### src/logic/apcc_map.vh
`ifndef APCC_MAP_VH
`define APCC_MAP_VH

// ==========================================================
// Port subaddresses.
`define APCC_SA_RX_BASE 8'he0
`define APCC_SA_TX_BASE 8'he8
`define APCC_SA_PORT_MASK 8'hf8
`define APCC_PORT_ZERO 3'h0

// ==========================================================
// Write command codes.
`define APCC_WR_PLAIN 8'h01
`define APCC_WR_MON 8'h05
`define APCC_WR_HW 8'h0d

// ==========================================================
// Read command fields and low nibble read types.
`define APCC_RD_TYPE_READ 4'h2
`define APCC_RD_TYPE_ECHO 4'h6
`define APCC_RD_TYPE_FLOW 4'ha
`define APCC_RD_TYPE_HW 4'he
`define APCC_RD_SEL_BIT 7
`define APCC_RD_CTL_BIT 6
`define APCC_RD_SPEC_BIT 5
`define APCC_RD_PURGE_BIT 4

// Read type codes driven out on the read start port.
`define APCC_RT_READ 2'h0
`define APCC_RT_ECHO 2'h1
`define APCC_RT_FLOW 2'h2
`define APCC_RT_HW 2'h3

// ==========================================================
// Flow and framing characters.
`define APCC_CH_DC3 8'h13
`define APCC_CH_DC1 8'h11
`define APCC_CH_ETX 8'h03

// ==========================================================
// Status bytes returned to the channel.
`define APCC_ST_CEDE 8'h0c
`define APCC_ST_UNIT_CHECK 8'h0e

// ==========================================================
// Widths and sizes.
`define APCC_PORTS 8
`define APCC_CNT_W 16
`define APCC_CNT_ZERO 16'h0000
`define APCC_CNT_ONE 16'h0001
`define APCC_FIFO_DEPTH 8
`define APCC_FIFO_AW 3
`define APCC_FIFO_W 11

`endif

### src/logic/apcc_cmd.v
`include "apcc_map.vh"

// ==========================================================
// Transmit data FIFO with registered ready and honest full and empty.
module apcc_fifo #(
    parameter W = 11,
    parameter D = 8,
    parameter AW = 3
) (
    input wire sys_clk_in,
    input wire rst_b_in,
    input wire in_valid_in,
    output wire in_ready_out,
    input wire [W-1:0] in_data_in,
    output wire out_valid_out,
    input wire out_ready_in,
    output wire [W-1:0] out_data_out
);
    reg [W-1:0] mem [0:D-1];
    reg [AW-1:0] wr_ptr_ff;
    reg [AW-1:0] rd_ptr_ff;
    reg [AW:0] cnt_ff;
    reg ready_ff;
    reg [AW:0] nxt_cnt;
    wire push;
    wire pop;

    assign push = in_valid_in & ready_ff;
    assign pop = out_valid_out & out_ready_in;
    assign out_valid_out = (cnt_ff != {(AW+1){1'b0}});
    assign out_data_out = mem[rd_ptr_ff];
    assign in_ready_out = ready_ff;

    // Occupancy after this cycle's push and pop.
    always @* begin
        nxt_cnt = cnt_ff;
        if (push & ~pop) begin
            nxt_cnt = cnt_ff + 1'b1;
        end else if (pop & ~push) begin
            nxt_cnt = cnt_ff - 1'b1;
        end
    end

    // Pointers, count and a ready that drops the cycle the last slot fills.
    always @(posedge sys_clk_in or negedge rst_b_in) begin
        if (!rst_b_in) begin
            wr_ptr_ff <= {AW{1'b0}};
            rd_ptr_ff <= {AW{1'b0}};
            cnt_ff <= {(AW+1){1'b0}};
            ready_ff <= 1'b1;
        end else begin
            if (push) begin
                wr_ptr_ff <= wr_ptr_ff + 1'b1;
            end
            if (pop) begin
                rd_ptr_ff <= rd_ptr_ff + 1'b1;
            end
            cnt_ff <= nxt_cnt;
            ready_ff <= (nxt_cnt != D[AW:0]);
        end
    end

    // Storage has no reset; only written slots are ever read.
    always @(posedge sys_clk_in) begin
        if (push) begin
            mem[wr_ptr_ff] <= in_data_in;
        end
    end
endmodule

module apcc_cmd (
    input wire sys_clk_in,
    input wire rst_b_in,
    input wire cmd_valid_in,
    input wire [7:0] cmd_subaddr_in,
    input wire [7:0] cmd_code_in,
    input wire [15:0] cmd_count_in,
    input wire single_port_jumper_in,
    input wire [7:0] dsr_in,
    input wire [7:0] cts_in,
    input wire [7:0] full_duplex_in,
    input wire [7:0] ring_enable_in,
    input wire [7:0] port_reinit_in,
    input wire wr_data_valid_in,
    input wire [2:0] wr_data_port_in,
    input wire [7:0] wr_data_in,
    output wire wr_data_ready_out,
    output reg tx_valid_out,
    output reg [2:0] tx_port_out,
    output reg [7:0] tx_char_out,
    input wire tx_ready_in,
    input wire rx_valid_in,
    input wire [2:0] rx_port_in,
    input wire [7:0] rx_char_in,
    output reg rx_store_valid_out,
    output reg [2:0] rx_store_port_out,
    output reg [7:0] rx_store_char_out,
    output reg stat_valid_out,
    output reg [2:0] stat_port_out,
    output reg stat_tx_out,
    output reg [7:0] stat_code_out,
    output reg rd_start_out,
    output reg [2:0] rd_port_out,
    output reg [1:0] rd_type_out,
    output reg rd_ctl_det_out,
    output reg rd_spec_det_out,
    output reg rd_purge_out,
    output reg rd_dtr_flow_out,
    output reg [7:0] wr_active_out,
    output reg [7:0] tx_paused_out,
    output reg [7:0] monitor_out
);
    // ==========================================================
    // Helpers.

    // Index of the lowest set bit of an eight bit vector.
    function [2:0] apcc_lowest;
        input [7:0] v;
        integer k;
        begin
            apcc_lowest = `APCC_PORT_ZERO;
            for (k = 7; k >= 0; k = k - 1) begin
                if (v[k]) begin
                    apcc_lowest = k[2:0];
                end
            end
        end
    endfunction

    // DSR gate, bypassed for a full duplex port with ring enabled.
    function apcc_dsr_ok;
        input [2:0] p;
        input [7:0] dsr;
        input [7:0] fd;
        input [7:0] ring;
        begin
            apcc_dsr_ok = dsr[p] | (fd[p] & ring[p]);
        end
    endfunction

    // ==========================================================
    // Per port state.
    reg [7:0] act_ff;
    reg [7:0] mon_wr_ff;
    reg [7:0] cts_wr_ff;
    reg [7:0] mon_ff;
    reg [7:0] pause_ff;
    reg [7:0] pend_ff;
    reg [`APCC_CNT_W-1:0] cnt_ff [0:`APCC_PORTS-1];

    // ==========================================================
    // Command decode.
    wire rx_hit;
    wire tx_hit;
    wire [2:0] cport;
    wire port_on;
    wire hit;
    wire is_w;
    wire is_r;
    wire w_mon;
    wire [3:0] rnib;
    wire uc;
    wire acc_w;
    wire acc_r;
    reg [1:0] rtype;

    assign rx_hit = (cmd_subaddr_in & `APCC_SA_PORT_MASK) == `APCC_SA_RX_BASE;
    assign tx_hit = (cmd_subaddr_in & `APCC_SA_PORT_MASK) == `APCC_SA_TX_BASE;
    assign cport = cmd_subaddr_in[2:0];
    assign port_on = ~single_port_jumper_in | (cport == `APCC_PORT_ZERO);
    assign hit = cmd_valid_in & (rx_hit | tx_hit) & port_on;
    // Write codes are exact bytes.
    assign is_w = (cmd_code_in == `APCC_WR_PLAIN) | (cmd_code_in == `APCC_WR_MON) |
        (cmd_code_in == `APCC_WR_HW);
    assign w_mon = (cmd_code_in == `APCC_WR_MON);
    assign rnib = cmd_code_in[3:0];
    // Read codes: top bit clear except for the hardware flow read.
    assign is_r = (rnib == `APCC_RD_TYPE_HW) |
        (~cmd_code_in[`APCC_RD_SEL_BIT] & ((rnib == `APCC_RD_TYPE_READ) |
        (rnib == `APCC_RD_TYPE_ECHO) | (rnib == `APCC_RD_TYPE_FLOW)));

    // Read type from the low nibble.
    always @* begin
        case (rnib)
            `APCC_RD_TYPE_ECHO: rtype = `APCC_RT_ECHO;
            `APCC_RD_TYPE_FLOW: rtype = `APCC_RT_FLOW;
            `APCC_RD_TYPE_HW: rtype = `APCC_RT_HW;
            default: rtype = `APCC_RT_READ;
        endcase
    end

    // Unit check causes; a read on the receive side never checks write activity.
    assign uc = ~apcc_dsr_ok(cport, dsr_in, full_duplex_in, ring_enable_in) |
        (tx_hit & ~is_w) | (rx_hit & ~is_r) |
        (tx_hit & act_ff[cport]) |
        (tx_hit & (cmd_count_in == `APCC_CNT_ZERO)) |
        (tx_hit & w_mon & ~full_duplex_in[cport]);
    assign acc_w = hit & tx_hit & ~uc;
    assign acc_r = hit & rx_hit & ~uc;

    // ==========================================================
    // Transmit path.
    wire fifo_valid;
    wire [`APCC_FIFO_W-1:0] fifo_data;
    wire [2:0] hp;
    wire can_load;
    wire hold;
    wire send;
    wire pop;
    wire fin;

    assign hp = fifo_data[10:8];
    assign can_load = ~tx_valid_out | tx_ready_in;
    // Pause by DC3 and CTS stall only bite on flow controlled writes.
    assign hold = (mon_wr_ff[hp] & pause_ff[hp]) |
        (cts_wr_ff[hp] & ~cts_in[hp]);
    assign send = fifo_valid & act_ff[hp] & can_load & ~hold;
    // Data for a port with no write in progress is dropped so it cannot block others.
    assign pop = send | (fifo_valid & ~act_ff[hp]);
    assign fin = send & (cnt_ff[hp] == `APCC_CNT_ONE);

    apcc_fifo #(
        .W(`APCC_FIFO_W),
        .D(`APCC_FIFO_DEPTH),
        .AW(`APCC_FIFO_AW)
    ) u_fifo (
        .sys_clk_in(sys_clk_in),
        .rst_b_in(rst_b_in),
        .in_valid_in(wr_data_valid_in),
        .in_ready_out(wr_data_ready_out),
        .in_data_in({wr_data_port_in, wr_data_in}),
        .out_valid_out(fifo_valid),
        .out_ready_in(pop),
        .out_data_out(fifo_data)
    );

    // ==========================================================
    // Receive character screening.
    wire is_dc3;
    wire is_dc1;
    wire is_etx;
    wire consume;
    wire etx_end;

    assign is_dc3 = rx_char_in == `APCC_CH_DC3;
    assign is_dc1 = rx_char_in == `APCC_CH_DC1;
    assign is_etx = rx_char_in == `APCC_CH_ETX;
    // Flow characters are swallowed while the port watches; ETX only mid write.
    assign consume = rx_valid_in & mon_ff[rx_port_in] &
        (is_dc3 | is_dc1 | (is_etx & mon_wr_ff[rx_port_in]));
    assign etx_end = rx_valid_in & is_etx & mon_wr_ff[rx_port_in] &
        act_ff[rx_port_in];

    // ==========================================================
    // Completion events and status selection.
    reg [7:0] done_set;
    integer j;
    wire [2:0] dp;
    wire reject;
    wire [7:0] served;

    // One completion bit per port, from byte count exhaustion or ETX.
    always @* begin
        for (j = 0; j < `APCC_PORTS; j = j + 1) begin
            done_set[j] = (fin & (hp == j[2:0])) | (etx_end & (rx_port_in == j[2:0]));
        end
    end

    assign reject = hit & uc;
    assign dp = apcc_lowest(pend_ff);
    // A pending completion goes out only in a cycle with no reject to report.
    assign served = (~reject & (pend_ff != 8'h00)) ? (8'h01 << dp) : 8'h00;

    // ==========================================================
    // Per port state update; a write accept wins over completion, reinit wins over both.
    integer i;
    always @(posedge sys_clk_in or negedge rst_b_in) begin
        if (!rst_b_in) begin
            act_ff <= 8'h00;
            mon_wr_ff <= 8'h00;
            cts_wr_ff <= 8'h00;
            mon_ff <= 8'h00;
            pause_ff <= 8'h00;
            pend_ff <= 8'h00;
            for (i = 0; i < `APCC_PORTS; i = i + 1) begin
                cnt_ff[i] <= `APCC_CNT_ZERO;
            end
        end else begin
            pend_ff <= (pend_ff & ~served) | done_set;
            for (i = 0; i < `APCC_PORTS; i = i + 1) begin
                if (send & (hp == i[2:0])) begin
                    cnt_ff[i] <= cnt_ff[i] - `APCC_CNT_ONE;
                end
                if (done_set[i]) begin
                    act_ff[i] <= 1'b0;
                    mon_wr_ff[i] <= 1'b0;
                    cts_wr_ff[i] <= 1'b0;
                end
                if (rx_valid_in & (rx_port_in == i[2:0]) & mon_ff[i]) begin
                    if (is_dc3) begin
                        pause_ff[i] <= 1'b1;
                    end else if (is_dc1) begin
                        pause_ff[i] <= 1'b0;
                    end
                end
                if (port_reinit_in[i]) begin
                    act_ff[i] <= 1'b0;
                    mon_wr_ff[i] <= 1'b0;
                    cts_wr_ff[i] <= 1'b0;
                    mon_ff[i] <= 1'b0;
                    pause_ff[i] <= 1'b0;
                end else if (acc_w & (cport == i[2:0])) begin
                    act_ff[i] <= 1'b1;
                    cnt_ff[i] <= cmd_count_in;
                    mon_wr_ff[i] <= w_mon;
                    cts_wr_ff[i] <= cmd_code_in != `APCC_WR_PLAIN;
                    mon_ff[i] <= w_mon;
                    pause_ff[i] <= 1'b0;
                end
            end
        end
    end

    // ==========================================================
    // Registered outputs.
    always @(posedge sys_clk_in or negedge rst_b_in) begin
        if (!rst_b_in) begin
            tx_valid_out <= 1'b0;
            tx_port_out <= 3'h0;
            tx_char_out <= 8'h00;
            rx_store_valid_out <= 1'b0;
            rx_store_port_out <= 3'h0;
            rx_store_char_out <= 8'h00;
            stat_valid_out <= 1'b0;
            stat_port_out <= 3'h0;
            stat_tx_out <= 1'b0;
            stat_code_out <= 8'h00;
            rd_start_out <= 1'b0;
            rd_port_out <= 3'h0;
            rd_type_out <= 2'h0;
            rd_ctl_det_out <= 1'b0;
            rd_spec_det_out <= 1'b0;
            rd_purge_out <= 1'b0;
            rd_dtr_flow_out <= 1'b0;
            wr_active_out <= 8'h00;
            tx_paused_out <= 8'h00;
            monitor_out <= 8'h00;
        end else begin
            // Character held until the line side takes it.
            if (send) begin
                tx_valid_out <= 1'b1;
                tx_port_out <= hp;
                tx_char_out <= fifo_data[7:0];
            end else if (tx_ready_in) begin
                tx_valid_out <= 1'b0;
            end
            // Everything not swallowed goes to the type ahead buffer.
            rx_store_valid_out <= rx_valid_in & ~consume;
            rx_store_port_out <= rx_port_in;
            rx_store_char_out <= rx_char_in;
            // Status: reject first, otherwise the lowest pending completion.
            stat_valid_out <= reject | (served != 8'h00);
            if (reject) begin
                stat_port_out <= cport;
                stat_tx_out <= tx_hit;
                stat_code_out <= `APCC_ST_UNIT_CHECK;
            end else begin
                stat_port_out <= dp;
                stat_tx_out <= 1'b1;
                stat_code_out <= `APCC_ST_CEDE;
            end
            // Read start with decoded modifier flags.
            rd_start_out <= acc_r;
            rd_port_out <= cport;
            rd_type_out <= rtype;
            rd_ctl_det_out <= cmd_code_in[`APCC_RD_CTL_BIT];
            rd_spec_det_out <= cmd_code_in[`APCC_RD_SPEC_BIT];
            rd_purge_out <= cmd_code_in[`APCC_RD_PURGE_BIT];
            rd_dtr_flow_out <= (rtype == `APCC_RT_HW) &
                cmd_code_in[`APCC_RD_SEL_BIT];
            wr_active_out <= act_ff;
            tx_paused_out <= pause_ff & mon_wr_ff;
            monitor_out <= mon_ff;
        end
    end
endmodule

### config.mk
export PLATFORM = sky130hd
export DESIGN_NAME = apcc_cmd
export DESIGN_NICKNAME = d
export VERILOG_FILES = /design/src/logic/apcc_cmd.v
export VERILOG_INCLUDE_DIRS = /design/src /design/src/logic
export SDC_FILE = /design/constraint.sdc
export NUM_CORES = 1
export LEC_CHECK = 0
export BUFFER_PORTS_ARGS = -buffer_cell sky130_fd_sc_hd__buf_2
export CELL_PAD_IN_SITES_DETAIL_PLACEMENT = 0
export CELL_PAD_IN_SITES_GLOBAL_PLACEMENT = 1
export CORE_MARGIN = 1.5
export CORE_UTILIZATION = 48
export CTS_CLUSTER_DIAMETER = 30
export DETAILED_ROUTE_END_ITERATION = 6
export GPL_TIMING_DRIVEN = 0
export PLACE_DENSITY_LB_ADDON = 0.25
export SLEW_MARGIN = 20
export SYNTH_ARGS = -nofsm -noshare
export SYNTH_HDL_FRONTEND = slang
export SYNTH_HIERARCHICAL = 1
export SYNTH_SLANG_ARGS = --single-unit
export TNS_END_PERCENT = 20
### constraint.sdc
create_clock -name sys_clk_in -period 4.8 [get_ports sys_clk_in]
set_clock_uncertainty 0.15 [all_clocks]
set_input_delay 0.48 -clock sys_clk_in [delete_from_list [all_inputs] [get_ports sys_clk_in]]
set_output_delay 0.48 -clock sys_clk_in [all_outputs]
set_load 0.05 [all_outputs]
## Word level (Yosys, flattened, before mapping)

Memories as Yosys holds them, arrays and structs flattened.
Index checks and enable logic that the tools add are counted.

| cells by class | value |
|---|---|
| add/sub/neg operators | 12 |
| order comparisons | 4 |
| equal/unequal tests | 37 |
| shifts and indexed selects | 1 |
| multiplexer cells | 168 |
| bitwise operators | 130 |
| reductions and logical operators | 48 |

Operator list:

| operator | count |
|---|---|
| two-way mux 16 bit | 26 |
| subtractor 16 x 1 -> 16 bit (second input constant) | 8 |
| two-way mux 1 bit | 115 |
| AND 1 bit | 83 |
| binary-select mux 16 bit (select 3 bit) | 1 |
| nonzero test 3 bit | 16 |
| binary-select mux 1 bit (select 3 bit) | 12 |
| == test 3 bit (second input constant) | 12 |
| nonzero test 4 bit | 9 |
| two-way mux 3 bit | 9 |
| bitwise OR 1 bit | 27 |
| == test 3 x 2 -> 1 bit (second input constant) | 6 |
| nonzero test 2 bit | 9 |
| AND 8 bit | 2 |
| == test 16 x 1 -> 1 bit (second input constant) | 1 |
| == test 8 x 5 -> 1 bit (second input constant) | 2 |
| logical NOT 16 bit | 1 |
| AND reduction 2 bit | 8 |
| nonzero test 8 bit | 2 |
| inverter 1 bit | 15 |
| < comparator 3 x 4 -> 1 bit (second input constant) | 3 |
| == test 5 bit (second input constant) | 2 |
| == test 3 x 1 -> 1 bit (second input constant) | 3 |
| logical NOT 3 bit | 3 |
| other kinds (22) | 25 |

| word-level totals | value |
|---|---|
| register bits after elaboration | 258 |
| RAM bits | 88 |
| output and inout port bits | 72 |
| logic and storage cells | 474 |
| memories | 1 |

Memory list:

| name | words | bits a word | read ports | clocked after memory_dff | wr ports | line | source |
|---|---|---|---|---|---|---|---|
| u_fifo.mem | 8 | 11 | 1 | 0 | 1 | apcc_cmd.v:19 | `reg [W-1:0] mem [0:D-1];` |

## Longest topological paths before layout

| depth | value |
|---|---|
| depth after elaboration | 18 |
| depth in mapped cells | 17 |

## Cells and area by module

Netlist, hierarchy kept.

Modules (own cells, without submodules):

| module | instances | cells an instance | area an instance (sq um) | seq. area each (sq um) |
|---|---|---|---|---|
| apcc_cmd | 1 | 1338 | 13196.4 | 6030.8 |
| apcc_fifo | 1 | 201 | 4107.7 | 2919.0 |

## Worst setup path after synthesis

No wires, ideal clock.

| path | value |
|---|---|
| path kind | register -> register |
| start point | register u_fifo.rd_ptr_ff[0] |
| end point | register u_fifo.cnt_ff[3] |
| library setup time | 120 ps |
| arrival | 4102 ps |
| setup slack | 428 ps |
| stages on the path, launching flop included | 18 |
| period minus slack after synthesis | 4372 ps |
| cell sequence | dfrtp_1 > buf_6 > buf_6 > mux4_1 > mux2_2 > clkbuf_1 > and2_1 > a22o_1 > or3_1 > clkbuf_1 > clkbuf_1 > a31oi_1 > buf_2 > nand2b_1 > clkbuf_4 > a21oi_1 > a221o_1 > and3_2 |

| on the way | value |
|---|---|
| cells in the longest elaborated chain, start to end | 13 |

Ends and longest elaborated chain:

| element | line | source |
|---|---|---|
| from (decl) | apcc_cmd.v:21 | `reg [AW-1:0] rd_ptr_ff;` |
| from (signal assigned) | apcc_cmd.v:48 | `rd_ptr_ff <= {AW{1'b0}};` |
| from (signal assigned) | apcc_cmd.v:56 | `rd_ptr_ff <= rd_ptr_ff + 1'b1;` |
| memory (8 x 11 bit) (*) | -- |  |
| via fifo_data[8] | apcc_cmd.v:204 | `` wire [`APCC_FIFO_W-1:0] fifo_data; `` |
| binary-select mux 1 bit (select 3 bit) | apcc_cmd.v:216 | `(cts_wr_ff[hp] & ~cts_in[hp]);` |
| two-way mux 1 bit (not written as such) | apcc_cmd.v:216 |  |
| inverter 1 bit | apcc_cmd.v:216 |  |
| AND 1 bit | apcc_cmd.v:216 |  |
| bitwise OR 1 bit | apcc_cmd.v:215 | `assign hold = (mon_wr_ff[hp] & pause_ff[hp]) \|` |
| inverter 1 bit | apcc_cmd.v:217 | `assign send = fifo_valid & act_ff[hp] & can_load & ~hold;` |
| AND 1 bit | apcc_cmd.v:217 |  |
| bitwise OR 1 bit (*) | apcc_cmd.v:219 | `assign pop = send \| (fifo_valid & ~act_ff[hp]);` |
| via pop | apcc_cmd.v:209 | `wire pop;` |
| AND 1 bit (*) | apcc_cmd.v:29 | `assign pop = out_valid_out & out_ready_in;` |
| AND 1 bit or inverter 1 bit (tied branches) | apcc_cmd.v:39, apcc_cmd.v:37 |  |
| two-way mux 4 bit or AND 1 bit (tied branches) | apcc_cmd.v:39, apcc_cmd.v:37 |  |
| two-way mux 4 bit (*) | apcc_cmd.v:37 | `if (push & ~pop) begin` |
| via u_fifo.nxt_cnt[3] | apcc_cmd.v:24 | `reg [AW:0] nxt_cnt;` |
| to (signal assigned) | apcc_cmd.v:49 | `cnt_ff <= {(AW+1){1'b0}};` |
| to (signal assigned) | apcc_cmd.v:58 | `cnt_ff <= nxt_cnt;` |
| to (decl) | apcc_cmd.v:22 | `reg [AW:0] cnt_ff;` |

The timed path passes the listed nets; every way through them passes the cells marked *. The select of a mux whose other input is x is not followed.
A chain may end at the register's enable or synchronous reset.

## Worst setup path in the final report

Ends and elaborated chain as after synthesis.

==> impl_results.md <==
* Wirelength per Cell at 22.0 um
* Synth async-reset ratio at 74.1%
* Post-synthesis adder-cell area fraction at 0.868%
* Clock power frac at 39.4%
* DP Wirelength at 34600 um
* Final #Nets at 1931
* RSZ-0062 raised after global routing: false
* Site row count at 69
* Worst hold slack at 0.0255 ns
* Setup crit start kind: flip-flop
* Worst slew pin tran at 1.13 ns
* Simple-Gate Fraction of Synth Area at 18.0%
* Critical-path maximum fanout at 10
* Worst setup startpoint: u_fifo/rd_ptr_ff[0]$_DFFE_PN0P_
* Peak supply drop at 562 uV
* Share of post-route cells with drive strength above 1 at 25.3%
* Max Fclk at 0.215 GHz
* # clock sinks at 340
* Die ar. at 37200 um2
* Root Buffer Master: clkbuf_16
* Leakage at 9.42 nW
* Core area at 35600 um2
* Hold WC Path Type: primary input to flip-flop
* Failing checks: design-rule violations
* Compound-Gate Fraction of Synth Area at 8.90%
* P&R area growth vs syn at 27.7%
* DRC Markers at 2
* EDFF count, synth at 88
* Vias in the first global route at 13500
* Most frequent cells in the layout: dfrtp_1 (251), buf_2 (168), a21oi_1 (129)
* Fin. max-slew vios at 0
* Power per standard cell area at 649 nW/um2
* Crit Path Class: flip-flop to flip-flop
* Post-synth top area cell: dfrtp_1
* First-pass GRT wire length at 79000 um
* Initial antenna violation count at 1
* DR vias/cell at 5.80
* Final setup TNS at 0 ns
* Critical Path End Type: flip-flop
* Multiplexer share of the synthesized area at 10.4%
* Max cap viols at 0
* Worst-path clk slew at 0.05 ns
* Total wire length at 51500 um
* Netlist cell types at 84
* R2r startpoint: u_fifo/rd_ptr_ff[0]$_DFFE_PN0P_
* GRT Util Overall at 28.5%
* ANT nets after route at 0
* Clock Tree Buf Depth at 3
* Syn Std Cell Area at 17300 um2
* #FFs+latches synth at 340
* Cell count after synthesis at 1539
* Worst endpoint required time at 5.11 ns
* Ys Warns at 6
* Largest family of logic cells by synthesized area: simple AND/OR/NAND/NOR gates
* RePlAce Congestion at 0.906
* Final worst path period share at 96.9%
* Status: finished, violations left
* Switching Power at 5.06 mW
* Worst hold start: wr_data_port_in[0]
* Final setup fails at 0
* Min cycle time layout at 4.65 ns
* Most common cell after layout, fill and taps aside: dfrtp_1
* Crit path arrival time at 4.97 ns
* Reg power frac at 28.6%
* Seq/Total Area, Yosys at 51.7%
* Clock latency on the worst-skew pair at 0.60 ns
* Main flop type after synthesis: dfrtp_1
* Sw frac at 35.2%
* H-tree levels at 3
* DIE HEIGHT at 193 um
* Via count at 13600
* Yosys top cell area share at 36.3%
* Synth Area in XOR/XNOR at 6.28%
* Fillers at 2865
* Die Width at 193 um
* Port buffer count at 151
* First-pass DRT Iterations at 7
* CTS tree: built
* Top post-synthesis cells by area: dfrtp_1 (36%), edfxtp_1 (15%), xnor2_1 (3.7%)
* # IOs at 173
* Grt ovf at 0
* DR iter-0 viols at 1011
* Mapped Avg Cell Area at 11.2 um2
* Combinational share of power at 32.0%
* CTS Buf Count at 80
* Final Hold Fails at 0
* Initial core utilization at 48.6%
* Pin count of the biggest net entering global routing at 76
* Rel. slew slack at 23.9%
* Internal power at 9.30 mW
final timing paths:
check,slack (ns),end,depth (start not counted)
max in group asynchronous,3.22,cnt_ff[106]$_DFF_PN0_,4
min in group asynchronous,0.21,tx_char_out[5]$_DFFE_PN0P_,2
setup reg to reg,0.15,u_fifo/cnt_ff[3]$_DFF_PN0_,15
hold reg to reg,0.29,monitor_out[0]$_DFF_PN0_,0
hold / removal,0.03,u_fifo/mem[1][8]$_DFFE_PP_,1
setup / recovery,0.15,u_fifo/cnt_ff[3]$_DFF_PN0_,15
routing by layer:
layer	wire length, um	vias to the layer above	global-route usage, %
li1	-	6230	-
met1	22300	6771	38.9
met5	0	-	0
met4	1550	0	11.5
met2	24300	499	44.7
met3	3370	92	5.51
through the flow:
step	setup slack, ns	instance area, um2	total power [mW]	utilization, %	instances
after floorplan	0.428	17300	7.15	-	1543
after global placement	-1.63	18700	8.36	52.4	2155
after detailed placement	-1.26	18800	8.49	52.9	2164
after CTS	0.0475	22100	14.4	62.1	2345
after global routing	0.0147	22100	15.0	62.1	2344
final	0.147	22100	14.4	62.1	2344
power by group through the flow:
stage	clock [mW]	combinational (mW)	sequential, mW
after floorplan	0	2.91	4.24
after global placement	0	4.26	4.09
after detailed placement	0	4.37	4.12
after CTS	5.72	4.55	4.09
after global routing	5.87	4.96	4.17
final	5.66	4.60	4.10
critical path: stages, from the launching register on:
cell and delay (ns):
dfrtp_1 0.38, buf_6 0.16, buf_8 0.19, mux4_2 0.54
mux2_2 0.28, buf_4 0.22, inv_6 0.16, mux4_2 0.60
nand2b_1 0.26, a31oi_4 0.32, buf_8 0.19, nand2b_2 0.18
clkbuf_4 0.22, a21oi_1 0.11, a221o_1 0.35, and3_2 0.18
what timing repair did:
item	in CTS	in global routing
endpoints found under the hold margin	140	0
gates resized for setup	16	8
setup endpoints to repair	84	24
pin swaps	0	2
hold buffers	35	0
buffers inserted	1	0
cell usage after synthesis (15+ instances only):
cell type / count
mux4_2: 15
mux2_2: 54
nand2b_1: 40
or3_1: 15
clkbuf_1: 43
a21oi_1: 129
mux4_1: 22
nand3_1: 34
xor2_1: 50
buf_2: 17
o21ai_0: 31
nor2_1: 126
nor4_1: 39
nor3_1: 82
edfxtp_1: 88
xnor2_1: 74
nand2_1: 82
mux2i_1: 20
inv_1: 43
nand4_1: 26
or4_1: 19
dfrtp_1: 251
cells by family (layout without fill, tap and decap cells):
kind of cell	count (synthesis)	count (layout)
other	2	7
muxes	116	116
DFF	340	340
and+or+nand+nor	561	561
AOI/OAI and AO/OA	246	246
buffers and inverters	138	477
xor gates and xnor gates	124	124
adders and majority gates	12	12
flip-flops by register name, indices dropped and copies added (netlist names), 4 cells and up:
name	count
monitor_out	8
tx_char_out	8
cts_wr_ff	8
u_fifo/mem	88
cnt_ff	128
tx_paused_out	8
pause_ff	8
wr_active_out	8
pend_ff	8
mon_ff	8
rx_store_char_out	8
u_fifo/cnt_ff	4
mon_wr_ff	8
act_ff	8
cell type report:
| type | instances | area [um2] | share of cell area (%) |
|---|---|---|---|
| tap | 461 | 577 | 2.61 |
| clock buffer | 100 | 2220 | 10.0 |
| multi-input combinational | 1065 | 7800 | 35.3 |
| inverter | 45 | 174 | 0.787 |
| buffer | 90 | 497 | 2.25 |
| clock inverter | 46 | 627 | 2.84 |
| sequential | 340 | 8950 | 40.5 |
| antenna | 1 | 2.50 | 0.0113 |
| timing repair buffer | 196 | 1250 | 5.68 |
No activity file was read; power rests on OpenSTA's default activity.
